### config.mk
export PLATFORM = sky130hd
export DESIGN_NAME = psl_servo
export DESIGN_NICKNAME = d
export VERILOG_FILES = /design/src/inc/psl_pkg.sv /design/src/logic/psl_mac.sv /design/src/logic/psl_servo.sv
export SDC_FILE = /design/constraint.sdc
export NUM_CORES = 2
export LEC_CHECK = 0
export ABC_AREA = 1
export BUFFER_PORTS_ARGS = -buffer_cell sky130_fd_sc_hd__buf_2
export CAP_MARGIN = 0
export CORE_UTILIZATION = 48
export CTS_BUF_LIST = sky130_fd_sc_hd__clkbuf_4 sky130_fd_sc_hd__clkbuf_8
export DETAILED_ROUTE_END_ITERATION = 7
export GPL_TIMING_DRIVEN = 0
export PLACE_DENSITY_LB_ADDON = 0.2
export RECOVER_POWER = 25
export SETUP_SLACK_MARGIN = 0.15
export SYNTH_ARGS = -nofsm -noshare
export SYNTH_HDL_FRONTEND = slang
export SYNTH_SLANG_ARGS = --single-unit
### constraint.sdc
create_clock -name i_ref_clk -period 16.9 [get_ports i_ref_clk]
set_input_delay 2.535 -clock i_ref_clk [delete_from_list [all_inputs] [get_ports i_ref_clk]]
set_output_delay 2.535 -clock i_ref_clk [all_outputs]
set_load 0.05 [all_outputs]
### src/inc/psl_pkg.sv
package psl_pkg;

  // ------------------------------------------------------------------
  // Widths
  // ------------------------------------------------------------------
  localparam int POS_W  = 32;
  localparam int VEL_W  = 24;
  localparam int GAIN_W = 16;
  localparam int ERR_W  = 24;
  localparam int DAC_W  = 16;
  localparam int ACC_W  = 40;
  localparam int PRD_W  = ERR_W + GAIN_W + 8;
  localparam int FRAC   = 8;

  // ------------------------------------------------------------------
  // Timing
  // ------------------------------------------------------------------
  localparam int CLK_HZ       = 40_000_000;
  localparam int SERVO_US     = 400;
  localparam int SERVO_CYCLES = (CLK_HZ / 1_000_000) * SERVO_US;
  localparam int TICK_W       = 14;

  // ------------------------------------------------------------------
  // Limits and reset values
  // ------------------------------------------------------------------
  localparam logic signed [DAC_W-1:0] DAC_MAX  = 16'sh7FFF;
  localparam logic signed [DAC_W-1:0] DAC_MIN  = -16'sh7FFF;
  localparam logic signed [ACC_W-1:0] INT_MAX  = 40'sh00_7FFF_0000;
  localparam logic signed [ACC_W-1:0] INT_MIN  = -40'sh00_7FFF_0000;
  localparam logic signed [GAIN_W-1:0] GAIN_RST = 16'sh0000;

  typedef struct packed {
    logic signed [GAIN_W-1:0] kp;
    logic signed [GAIN_W-1:0] ki;
    logic signed [GAIN_W-1:0] kd;
    logic signed [GAIN_W-1:0] kvff;
    logic signed [GAIN_W-1:0] kaff;
  } psl_gains_t;

  typedef struct packed {
    logic signed [POS_W-1:0] pos;
    logic signed [VEL_W-1:0] vel;
    logic signed [VEL_W-1:0] acc;
  } psl_traj_t;

  typedef enum logic [2:0] {
    ST_IDLE, ST_ERR, ST_MUL, ST_SUM, ST_OUT
  } psl_state_t;

endpackage : psl_pkg

### src/logic/psl_mac.sv
`timescale 1ns/1ps
// Registered signed product with clock enable.
module psl_mac (
  input  wire logic                               i_ref_clk,
  input  wire logic                               i_reset,
  input  wire logic                               i_ce,
  input  wire logic signed [psl_pkg::ACC_W-1:0]  i_a,
  input  wire logic signed [psl_pkg::GAIN_W-1:0] i_b,
  output logic signed [psl_pkg::PRD_W-1:0]       o_p
);
  import psl_pkg::*;

  logic signed [ACC_W+GAIN_W-1:0] full;

  assign full = i_a * i_b;

  always_ff @(posedge i_ref_clk or posedge i_reset) begin
    if (i_reset) begin
      o_p <= '0;
    end else if (i_ce) begin
      o_p <= full[PRD_W-1:0];
    end
  end
endmodule : psl_mac

### src/logic/psl_servo.sv
`timescale 1ns/1ps
module psl_servo (
  input  wire logic                               i_ref_clk,
  input  wire logic                               i_reset,
  input  wire logic                               i_ce,
  input  wire logic                               i_enable,
  input  wire psl_pkg::psl_gains_t                i_gains,
  input  wire psl_pkg::psl_traj_t                 i_traj,
  input  wire logic signed [psl_pkg::POS_W-1:0]  i_enc_pos,
  output logic signed [psl_pkg::DAC_W-1:0]       o_dac_data,
  output logic                                    o_dac_load,
  output logic signed [psl_pkg::ERR_W-1:0]       o_follow_err,
  output logic                                    o_sat
);
  import psl_pkg::*;

  // ------------------------------------------------------------------
  // Servo tick
  // ------------------------------------------------------------------
  logic [TICK_W-1:0] tick_reg;
  logic              tick;

  assign tick = (tick_reg == TICK_W'(SERVO_CYCLES - 1));

  always_ff @(posedge i_ref_clk or posedge i_reset) begin
    if (i_reset) begin
      tick_reg <= '0;
    end else if (i_ce) begin
      tick_reg <= tick ? '0 : tick_reg + 1'b1;
    end
  end

  // ------------------------------------------------------------------
  // Sequencer
  // ------------------------------------------------------------------
  psl_state_t state_reg;
  logic [2:0] term_reg;

  always_ff @(posedge i_ref_clk or posedge i_reset) begin
    if (i_reset) begin
      state_reg <= ST_IDLE;
      term_reg  <= '0;
    end else if (i_ce) begin
      case (state_reg)
        ST_IDLE: begin
          if (tick && i_enable) begin
            state_reg <= ST_ERR;
          end
        end
        ST_ERR: begin
          state_reg <= ST_MUL;
          term_reg  <= '0;
        end
        ST_MUL: begin
          term_reg <= term_reg + 1'b1;
          if (term_reg == 3'd5) begin
            state_reg <= ST_SUM;
          end
        end
        ST_SUM:  state_reg <= ST_OUT;
        ST_OUT:  state_reg <= ST_IDLE;
        default: state_reg <= ST_IDLE;
      endcase
    end
  end

  // ------------------------------------------------------------------
  // Sampled inputs and error
  // ------------------------------------------------------------------
  psl_gains_t              gains_reg;
  psl_traj_t               traj_reg;
  logic signed [ERR_W-1:0] err_reg;
  logic signed [ERR_W-1:0] prev_err_reg;
  logic signed [POS_W:0]   diff;

  // Saturate the position difference so a large excursion cannot alias to a small error.
  function automatic logic signed [ERR_W-1:0] sat_err(input logic signed [POS_W:0] v);
    logic signed [POS_W:0] hi;
    logic signed [POS_W:0] lo;
    hi = (POS_W+1)'({1'b0, {(ERR_W-1){1'b1}}});
    lo = -hi;
    if (v > hi) begin
      sat_err = hi[ERR_W-1:0];
    end else if (v < lo) begin
      sat_err = lo[ERR_W-1:0];
    end else begin
      sat_err = v[ERR_W-1:0];
    end
  endfunction : sat_err

  assign diff = {traj_reg.pos[POS_W-1], traj_reg.pos} - {i_enc_pos[POS_W-1], i_enc_pos};

  always_ff @(posedge i_ref_clk or posedge i_reset) begin
    if (i_reset) begin
      gains_reg <= '0;
      traj_reg  <= '0;
    end else if (i_ce && state_reg == ST_IDLE && tick && i_enable) begin
      gains_reg <= i_gains;
      traj_reg  <= i_traj;
    end
  end

  always_ff @(posedge i_ref_clk or posedge i_reset) begin
    if (i_reset) begin
      err_reg      <= '0;
      prev_err_reg <= '0;
    end else if (i_ce && state_reg == ST_ERR) begin
      prev_err_reg <= err_reg;
      err_reg      <= sat_err(diff);
    end
  end

  // ------------------------------------------------------------------
  // Integral accumulator
  // ------------------------------------------------------------------
  logic signed [ACC_W-1:0] int_reg;
  logic signed [ACC_W:0]   int_sum;

  function automatic logic signed [ACC_W-1:0] clamp_acc(input logic signed [ACC_W:0] v,
                                                        input logic signed [ACC_W-1:0] hi,
                                                        input logic signed [ACC_W-1:0] lo);
    // The limits are widened as signed values; an unsigned compare would clip every sign.
    if (v > $signed({hi[ACC_W-1], hi})) begin
      clamp_acc = hi;
    end else if (v < $signed({lo[ACC_W-1], lo})) begin
      clamp_acc = lo;
    end else begin
      clamp_acc = v[ACC_W-1:0];
    end
  endfunction : clamp_acc

  assign int_sum = {int_reg[ACC_W-1], int_reg} + (ACC_W+1)'(err_reg);

  always_ff @(posedge i_ref_clk or posedge i_reset) begin
    if (i_reset) begin
      int_reg <= '0;
    end else if (i_ce) begin
      if (!i_enable) begin
        int_reg <= '0;
      end else if (state_reg == ST_MUL && term_reg == 3'd0) begin
        int_reg <= clamp_acc(int_sum, INT_MAX, INT_MIN);
      end
    end
  end

  // ------------------------------------------------------------------
  // Shared multiplier: one term per cycle
  // ------------------------------------------------------------------
  logic signed [ACC_W-1:0]  mul_a;
  logic signed [GAIN_W-1:0] mul_b;
  logic signed [PRD_W-1:0]  prod;

  // Sharing one multiplier costs six cycles of a 16000-cycle period; plenty of slack.
  always_comb begin
    mul_a = '0;
    mul_b = '0;
    case (term_reg)
      3'd1: begin
        mul_a = ACC_W'(err_reg);
        mul_b = gains_reg.kp;
      end
      3'd2: begin
        mul_a = int_reg;
        mul_b = gains_reg.ki;
      end
      3'd3: begin
        mul_a = ACC_W'(err_reg) - ACC_W'(prev_err_reg);
        mul_b = gains_reg.kd;
      end
      3'd4: begin
        mul_a = ACC_W'(traj_reg.vel);
        mul_b = gains_reg.kvff;
      end
      3'd5: begin
        mul_a = ACC_W'(traj_reg.acc);
        mul_b = gains_reg.kaff;
      end
      default: begin
        mul_a = '0;
        mul_b = '0;
      end
    endcase
  end

  psl_mac u_mac (
    .i_ref_clk (i_ref_clk),
    .i_reset   (i_reset),
    .i_ce      (i_ce),
    .i_a       (mul_a),
    .i_b       (mul_b),
    .o_p       (prod)
  );

  // ------------------------------------------------------------------
  // Summation and output
  // ------------------------------------------------------------------
  logic signed [PRD_W+3:0] sum_reg;
  logic signed [PRD_W+3:0] scaled;
  logic signed [DAC_W-1:0] out_val;
  logic                    out_sat;

  // The product appears one cycle after its term is selected.
  always_ff @(posedge i_ref_clk or posedge i_reset) begin
    if (i_reset) begin
      sum_reg <= '0;
    end else if (i_ce) begin
      if (state_reg == ST_ERR) begin
        sum_reg <= '0;
      end else if ((state_reg == ST_MUL && term_reg >= 3'd2) || state_reg == ST_SUM) begin
        sum_reg <= sum_reg + (PRD_W+4)'(prod);
      end
    end
  end

  assign scaled = sum_reg >>> FRAC;

  always_comb begin
    out_sat = 1'b1;
    if (scaled > (PRD_W+4)'(DAC_MAX)) begin
      out_val = DAC_MAX;
    end else if (scaled < (PRD_W+4)'(DAC_MIN)) begin
      out_val = DAC_MIN;
    end else begin
      out_val = scaled[DAC_W-1:0];
      out_sat = 1'b0;
    end
  end

  always_ff @(posedge i_ref_clk or posedge i_reset) begin
    if (i_reset) begin
      o_dac_data   <= '0;
      o_dac_load   <= 1'b0;
      o_follow_err <= '0;
      o_sat        <= 1'b0;
    end else if (i_ce) begin
      o_dac_load <= 1'b0;
      if (!i_enable) begin
        o_dac_data <= '0;
      end else if (state_reg == ST_OUT) begin
        o_dac_data   <= out_val;
        o_dac_load   <= 1'b1;
        o_follow_err <= err_reg;
        o_sat        <= out_sat;
      end
    end
  end

endmodule : psl_servo

# Word level (Yosys, flattened, before mapping)
# Cells that the tools add are included.
dict set report classes {
  mul 1
  n_mux 23
  eq_ne 14
  addsub 6
  order_cmp 7
  n_reduce_logical 18
}
# cell n
set op_table {}
lappend op_table {{40-bit one-hot mux with 5 select lines} 1}
lappend op_table {{40-bit two-way mux} 4}
lappend op_table {{52-bit two-way mux} 2}
lappend op_table {{16-bit one-hot mux with 5 select lines} 1}
lappend op_table {{16-bit two-way mux} 4}
lappend op_table {{52-bit by 48-bit adder with 52-bit output} 1}
lappend op_table {{40-bit by 16-bit multiplier with 48-bit output} 1}
lappend op_table {{24-bit two-way mux} 2}
lappend op_table {{44-bit by 16-bit greater-than comparator with 1-bit output (second input constant)} 1}
lappend op_table {{44-bit by 16-bit less-than comparator with 1-bit output (second input constant)} 1}
lappend op_table {{40-bit by 24-bit adder with 41-bit output} 1}
lappend op_table {{41-bit by 32-bit greater-than comparator with 1-bit output (second input constant)} 1}
lappend op_table {{41-bit by 32-bit less-than comparator with 1-bit output (second input constant)} 1}
lappend op_table {{33-bit by 24-bit greater-than comparator with 1-bit output (second input constant)} 1}
lappend op_table {{33-bit by 24-bit less-than comparator with 1-bit output (second input constant)} 1}
lappend op_table {{32-bit by 32-bit subtractor with 33-bit output} 1}
lappend op_table {{24-bit by 24-bit subtractor with 25-bit output} 1}
lappend op_table {{14-bit by 1-bit adder with 14-bit output (second input constant)} 1}
lappend op_table {{14-bit equality test (second input constant)} 1}
lappend op_table {{14-bit two-way mux} 1}
lappend op_table {{3-bit by 2-bit equality test with 1-bit output (second input constant)} 4}
lappend op_table {{3-bit one-hot mux with 4 select lines} 1}
lappend op_table {{3-bit equality test (second input constant)} 3}
lappend op_table {{2-bit AND reduction} 4}
lappend op_table {{13 further kinds} 29}
dict set report totals {
  inputBits 196
  ff_bits 410
  word_cells 89
}

# Logic depth before layout (Yosys ltp)
dict set report logic_depth {
  depth_word 6
  depth_mapped 45
}

# Modules after synthesis
# Synthesis repeated with hierarchy kept, for this count alone.
dict set report unflattened {
  hier_cells 6722
  hier_area_um2 48834.3
}
# mod area_per_inst_um2 cells_per_inst n_inst
set by_module_without_submodules {}
lappend by_module_without_submodules {psl_servo 25961.1 3596 1}
lappend by_module_without_submodules {psl_mac 22873.2 3126 1}

# Worst setup path after synthesis
# No wires, ideal clock.
dict set report synth_timing {
  path_type {register -> register}
  startpoint {register term_reg[0]}
  endpoint {register u_mac.o_p[28] (netlist name)}
  arrival_ps 7426
  path_slack_ps 9339
  synth_period_minus_slack_ps 7561
  setup_ps 134
  path_buffers 3
  stages_incl_launch_ff 33
  cell_sequence {dfrtp_1 > ha_1 > ha_1 > buf_2 > buf_1 > clkinv_1 > o21ai_0 > nor4_1 > clkbuf_1 > nand2_1 > fa_1 > fa_1 > inv_1 > fa_1 > fa_1 > inv_1 > fa_1 > inv_1 > fa_1 > ha_1 > a21oi_1 > inv_1 > a21oi_1 > inv_1 > a21oi_1 > inv_1 > a21oi_1 > o21ai_0 > nand2_1 > nand2_1 > a21oi_1 > xor2_1 > o21ai_0}
}
dict set report synth_via {
  elab_chain_cells 3
}
# item line
set synth_lines {}
lappend synth_lines {{start: declaration} psl_servo.sv:37} ;# logic [2:0] term_reg;
lappend synth_lines {{start signal: assignment} psl_servo.sv:55} ;# term_reg <= term_reg + 1'b1;
lappend synth_lines {{3-bit equality test, or another cell as far along} psl_servo.sv:157} ;# case (term_reg)
lappend synth_lines {{40-bit one-hot mux with 5 select lines / 16-bit one-hot mux with 5 select lines (equally long branches)} psl_servo.sv:157}
lappend synth_lines {{40-bit by 16-bit multiplier with 48-bit output *} psl_mac.sv:15} ;# assign full = i_a * i_b;
lappend synth_lines {{end signal: assignment} psl_mac.sv:21} ;# o_p <= full[PRD_W-1:0];
lappend synth_lines {{end: declaration} psl_mac.sv:9} ;# output logic signed [psl_pkg::PRD_W-1:0] o_p
# Every way passes the cells marked *; elsewhere a longest branch is shown, timed or not.
# A chain may end at the register's enable or synchronous reset.

# Worst setup path in the final report
dict set report layout_timing {
  startpoint {register term_reg[1]}
  endpoint {register u_mac.o_p[46] (netlist name)}
}
# Same word-level chain as after synthesis.

==> qor.csv <==
metric;value;unit
status;complete, but fails checks;
violations;capacitance limit, slew limit;
dp.final_hpwl;131000;um
cp.arrival;11.13;ns
power.total;5.32;mW
endpoint;u_mac.o_p[46]$_DFFE_PP0P_;
synth.ff_latch_count;410;
dp_slack;6.52;ns
viasPerCell;5.41;
path_class;flop to flop;
drc_errors;0;
overflow;0;
wl_per_cell;20.6;um
finalCriticalPeriod;10.57;ns
synth_top_cell_area_share;22.7;%
syn-num-nets;6997;
grt_setup_unrepaired;false;
cts_tree;built;
grt_util_all_layers;32.6;%
dieHeight;313;um
design.die.area;0.0979;mm2
yosysWarnings;0;
powerDensity;104;mW/mm2
synth_common_cells;1,414 x nand2_1, 1,193 x inv_1, 552 x nor2_1;
drtIter0Drc;3245;
slew_headroom;-339;%
finalHoldViolations;0;
grt_pass1_wl;244000;um
postSynthCellCount;6000;
rows;113;
drive_above_1_share;9.89;%
cts_max_level;3;
worst_path_max_delay_cell;buf_1;
synth.most_common_cell;nand2_1;
cap_violations;3;
antenna_found_initial;7;
slew_violations;305;
ios;238;
cts-resized-gates;0;
syn_avg_cell_area;7.73;um2
reg2regPathDepth;32;
hold_slack;0.480;ns
cts_buffers;78;
synthTopCellsByArea;fa_1 23%, dfrtp_1 22%, nand2_1 11%, inv_1 9.7%, ha_1 7.4%;
cp_max_fo;10;
clockBufferDepth;3;
reg2reg_to;u_mac.o_p[46]$_DFFE_PP0P_;
use_met2;55.1;%
synth_edf_count;0;
die_x;313;um
setup_slack;6.33;ns
crit_start;term_reg[1]$_DFFE_PP0P_;
io_buffers;236;
ys.flop_type;dfrtp_1;
grt_busiest_layer;met2;
clk_latency;0.78;ns
core_area;0.0954;mm2
hp-class;flop to flop;
gr-usage-met3;5.47;%
cts-root-buf;clkbuf_8;
synthDistinctLibCells;61;
fin_crit_sh;62.5;%
leakage;27.8;nW
via_count;41400;
max-vdd-ir-drop;101;uV
cts.clk_slew.worst_paths;0.06;ns
postCtsSetupRepairBufs;0;
ys_seq_area_share;22.1;%
crit_required;17.46;ns
synthToLayoutAreaGrowth;10.0;%
detail_route.first_pass.iterations;6;
setup_viol;0;
r2r_start;term_reg[1]$_DFFE_PP0P_;
max_slew.worst_pin.slew;6.59;ns
async_flop_share;100;%
clkSinkCount;410;
ant_nets;0;
synth_area;0.0464;mm2
r2r_slack;6.33;ns
cts_hold_buf;0;
slowest_delay;0.88;ns
nets;7320;
max_clock_freq;94.6;MHz
yosysTopAreaCell;fa_1;
routed_wl;158000;um
routabilityCongestion;0.994;
skew;0.0755;ns
use_met1;40.6;%
critPathMostFrequentCell;fa_1;
grt_pass1_vias;42100;
end_kind;flop;
cp-start-kind;flop;
start_util;48.6;%
grt_max_degree;125;
## worst min path at each step
| stage | startpoint | cells after the start | to | slack [ns] |
|---|---|---|---|---|
| 2_1_floorplan | u_mac.o_p[2]$_DFFE_PP0P_ | 2 | u_mac.o_p[2]$_DFFE_PP0P_ | 0.45 |
| 6_report | o_sat$_DFFE_PP0P_ | 2 | o_sat$_DFFE_PP0P_ | 0.48 |
| 5_1_grt | gains_reg[71]$_DFFE_PP0P_ | 1 | gains_reg[71]$_DFFE_PP0P_ | 0.52 |
| 3_5_place_dp | o_sat$_DFFE_PP0P_ | 2 | o_sat$_DFFE_PP0P_ | 0.47 |
| 3_3_place_gp | o_dac_load$_DFFE_PP0P_ | 2 | o_dac_load$_DFFE_PP0P_ | 0.46 |
| 4_1_cts | o_sat$_DFFE_PP0P_ | 2 | o_sat$_DFFE_PP0P_ | 0.48 |
## placed cells by master (no fill, tap or decap), drive strengths merged, types with 24 or more instances in the layout
cell type | Yosys | routed
nor2 | 554 | 554
dfrtp | 410 | 410
buf | 35 | 276
o21ai | 282 | 282
nand2 | 1422 | 1422
a221oi | 26 | 26
nor4 | 27 | 27
clkbuf | 131 | 247
mux2 | 160 | 160
a21o | 28 | 28
xor2 | 66 | 66
or2 | 24 | 24
fa | 527 | 527
nand3 | 154 | 154
a21oi | 311 | 311
inv | 1203 | 1208
nand4 | 73 | 73
nor3 | 45 | 45
a31oi | 46 | 46
ha | 274 | 274
## critical path, delay by kind of cell, from the launching register on
kind | cells | cell delay, ns
adders and majority gates | 8 | 3.71
buffers and inverters | 9 | 2.99
and+or+nand+nor | 11 | 2.73
AOI/OAI and AO/OA | 4 | 0.50
DFF | 1 | 0.42
## cell type report
class                           count  area [um2]
Antenna cell                        5        12.5
Clock inverter                     26         302
Inverter                         1212        4550
Timing Repair Buffer              243        1260
Clock buffer                      114        1480
Fill cell                        9448       44400
Tap cell                         1265        1580
Multi-Input combinational cell   4212       30900
Sequential cell                   410       10300
Buffer                            166         687
## cell families (layout without fill, tap and decap cells)
| family | after synthesis | after routing | synth area share [%] |
|---|---|---|---|
| other cells | 0 | 5 | 0 |
| fa+ha+maj | 801 | 801 | 30.1 |
| xor+xnor | 88 | 88 | 1.66 |
| mux | 160 | 160 | 3.88 |
| simple gates | 2329 | 2329 | 20.5 |
| flops | 410 | 410 | 22.1 |
| compound gates | 834 | 834 | 10.5 |
| buf+inv | 1378 | 1761 | 11.3 |
## stage by stage
stage          TNS [ns]  std cells  instance area (um2)  util (%)
6_report              0       7653                51000      53.5
5_1_grt               0       7653                51000      53.5
4_1_cts               0       7647                51100      53.5
3_5_place_dp          0       7507                49300      51.7
3_3_place_gp    -728.82       7501                49200      51.5
2_1_floorplan         0       6000                46400         -
## metal layers
| metal | routed length [um] | vias up |
|---|---|---|
| li1 | - | 19400 |
| met1 | 63100 | 20100 |
| met2 | 75300 | 1458 |
| met3 | 10700 | 366 |
| met4 | 8630 | 4 |
| met5 | 30 | - |
## report_power, final
group          total, mW  switching, mW  internal [mW]
Clock               1.12          0.487          0.632
Sequential          1.37          0.216           1.16
Combinational       2.83           2.09          0.742
Power figures use the tool's default switching activity.
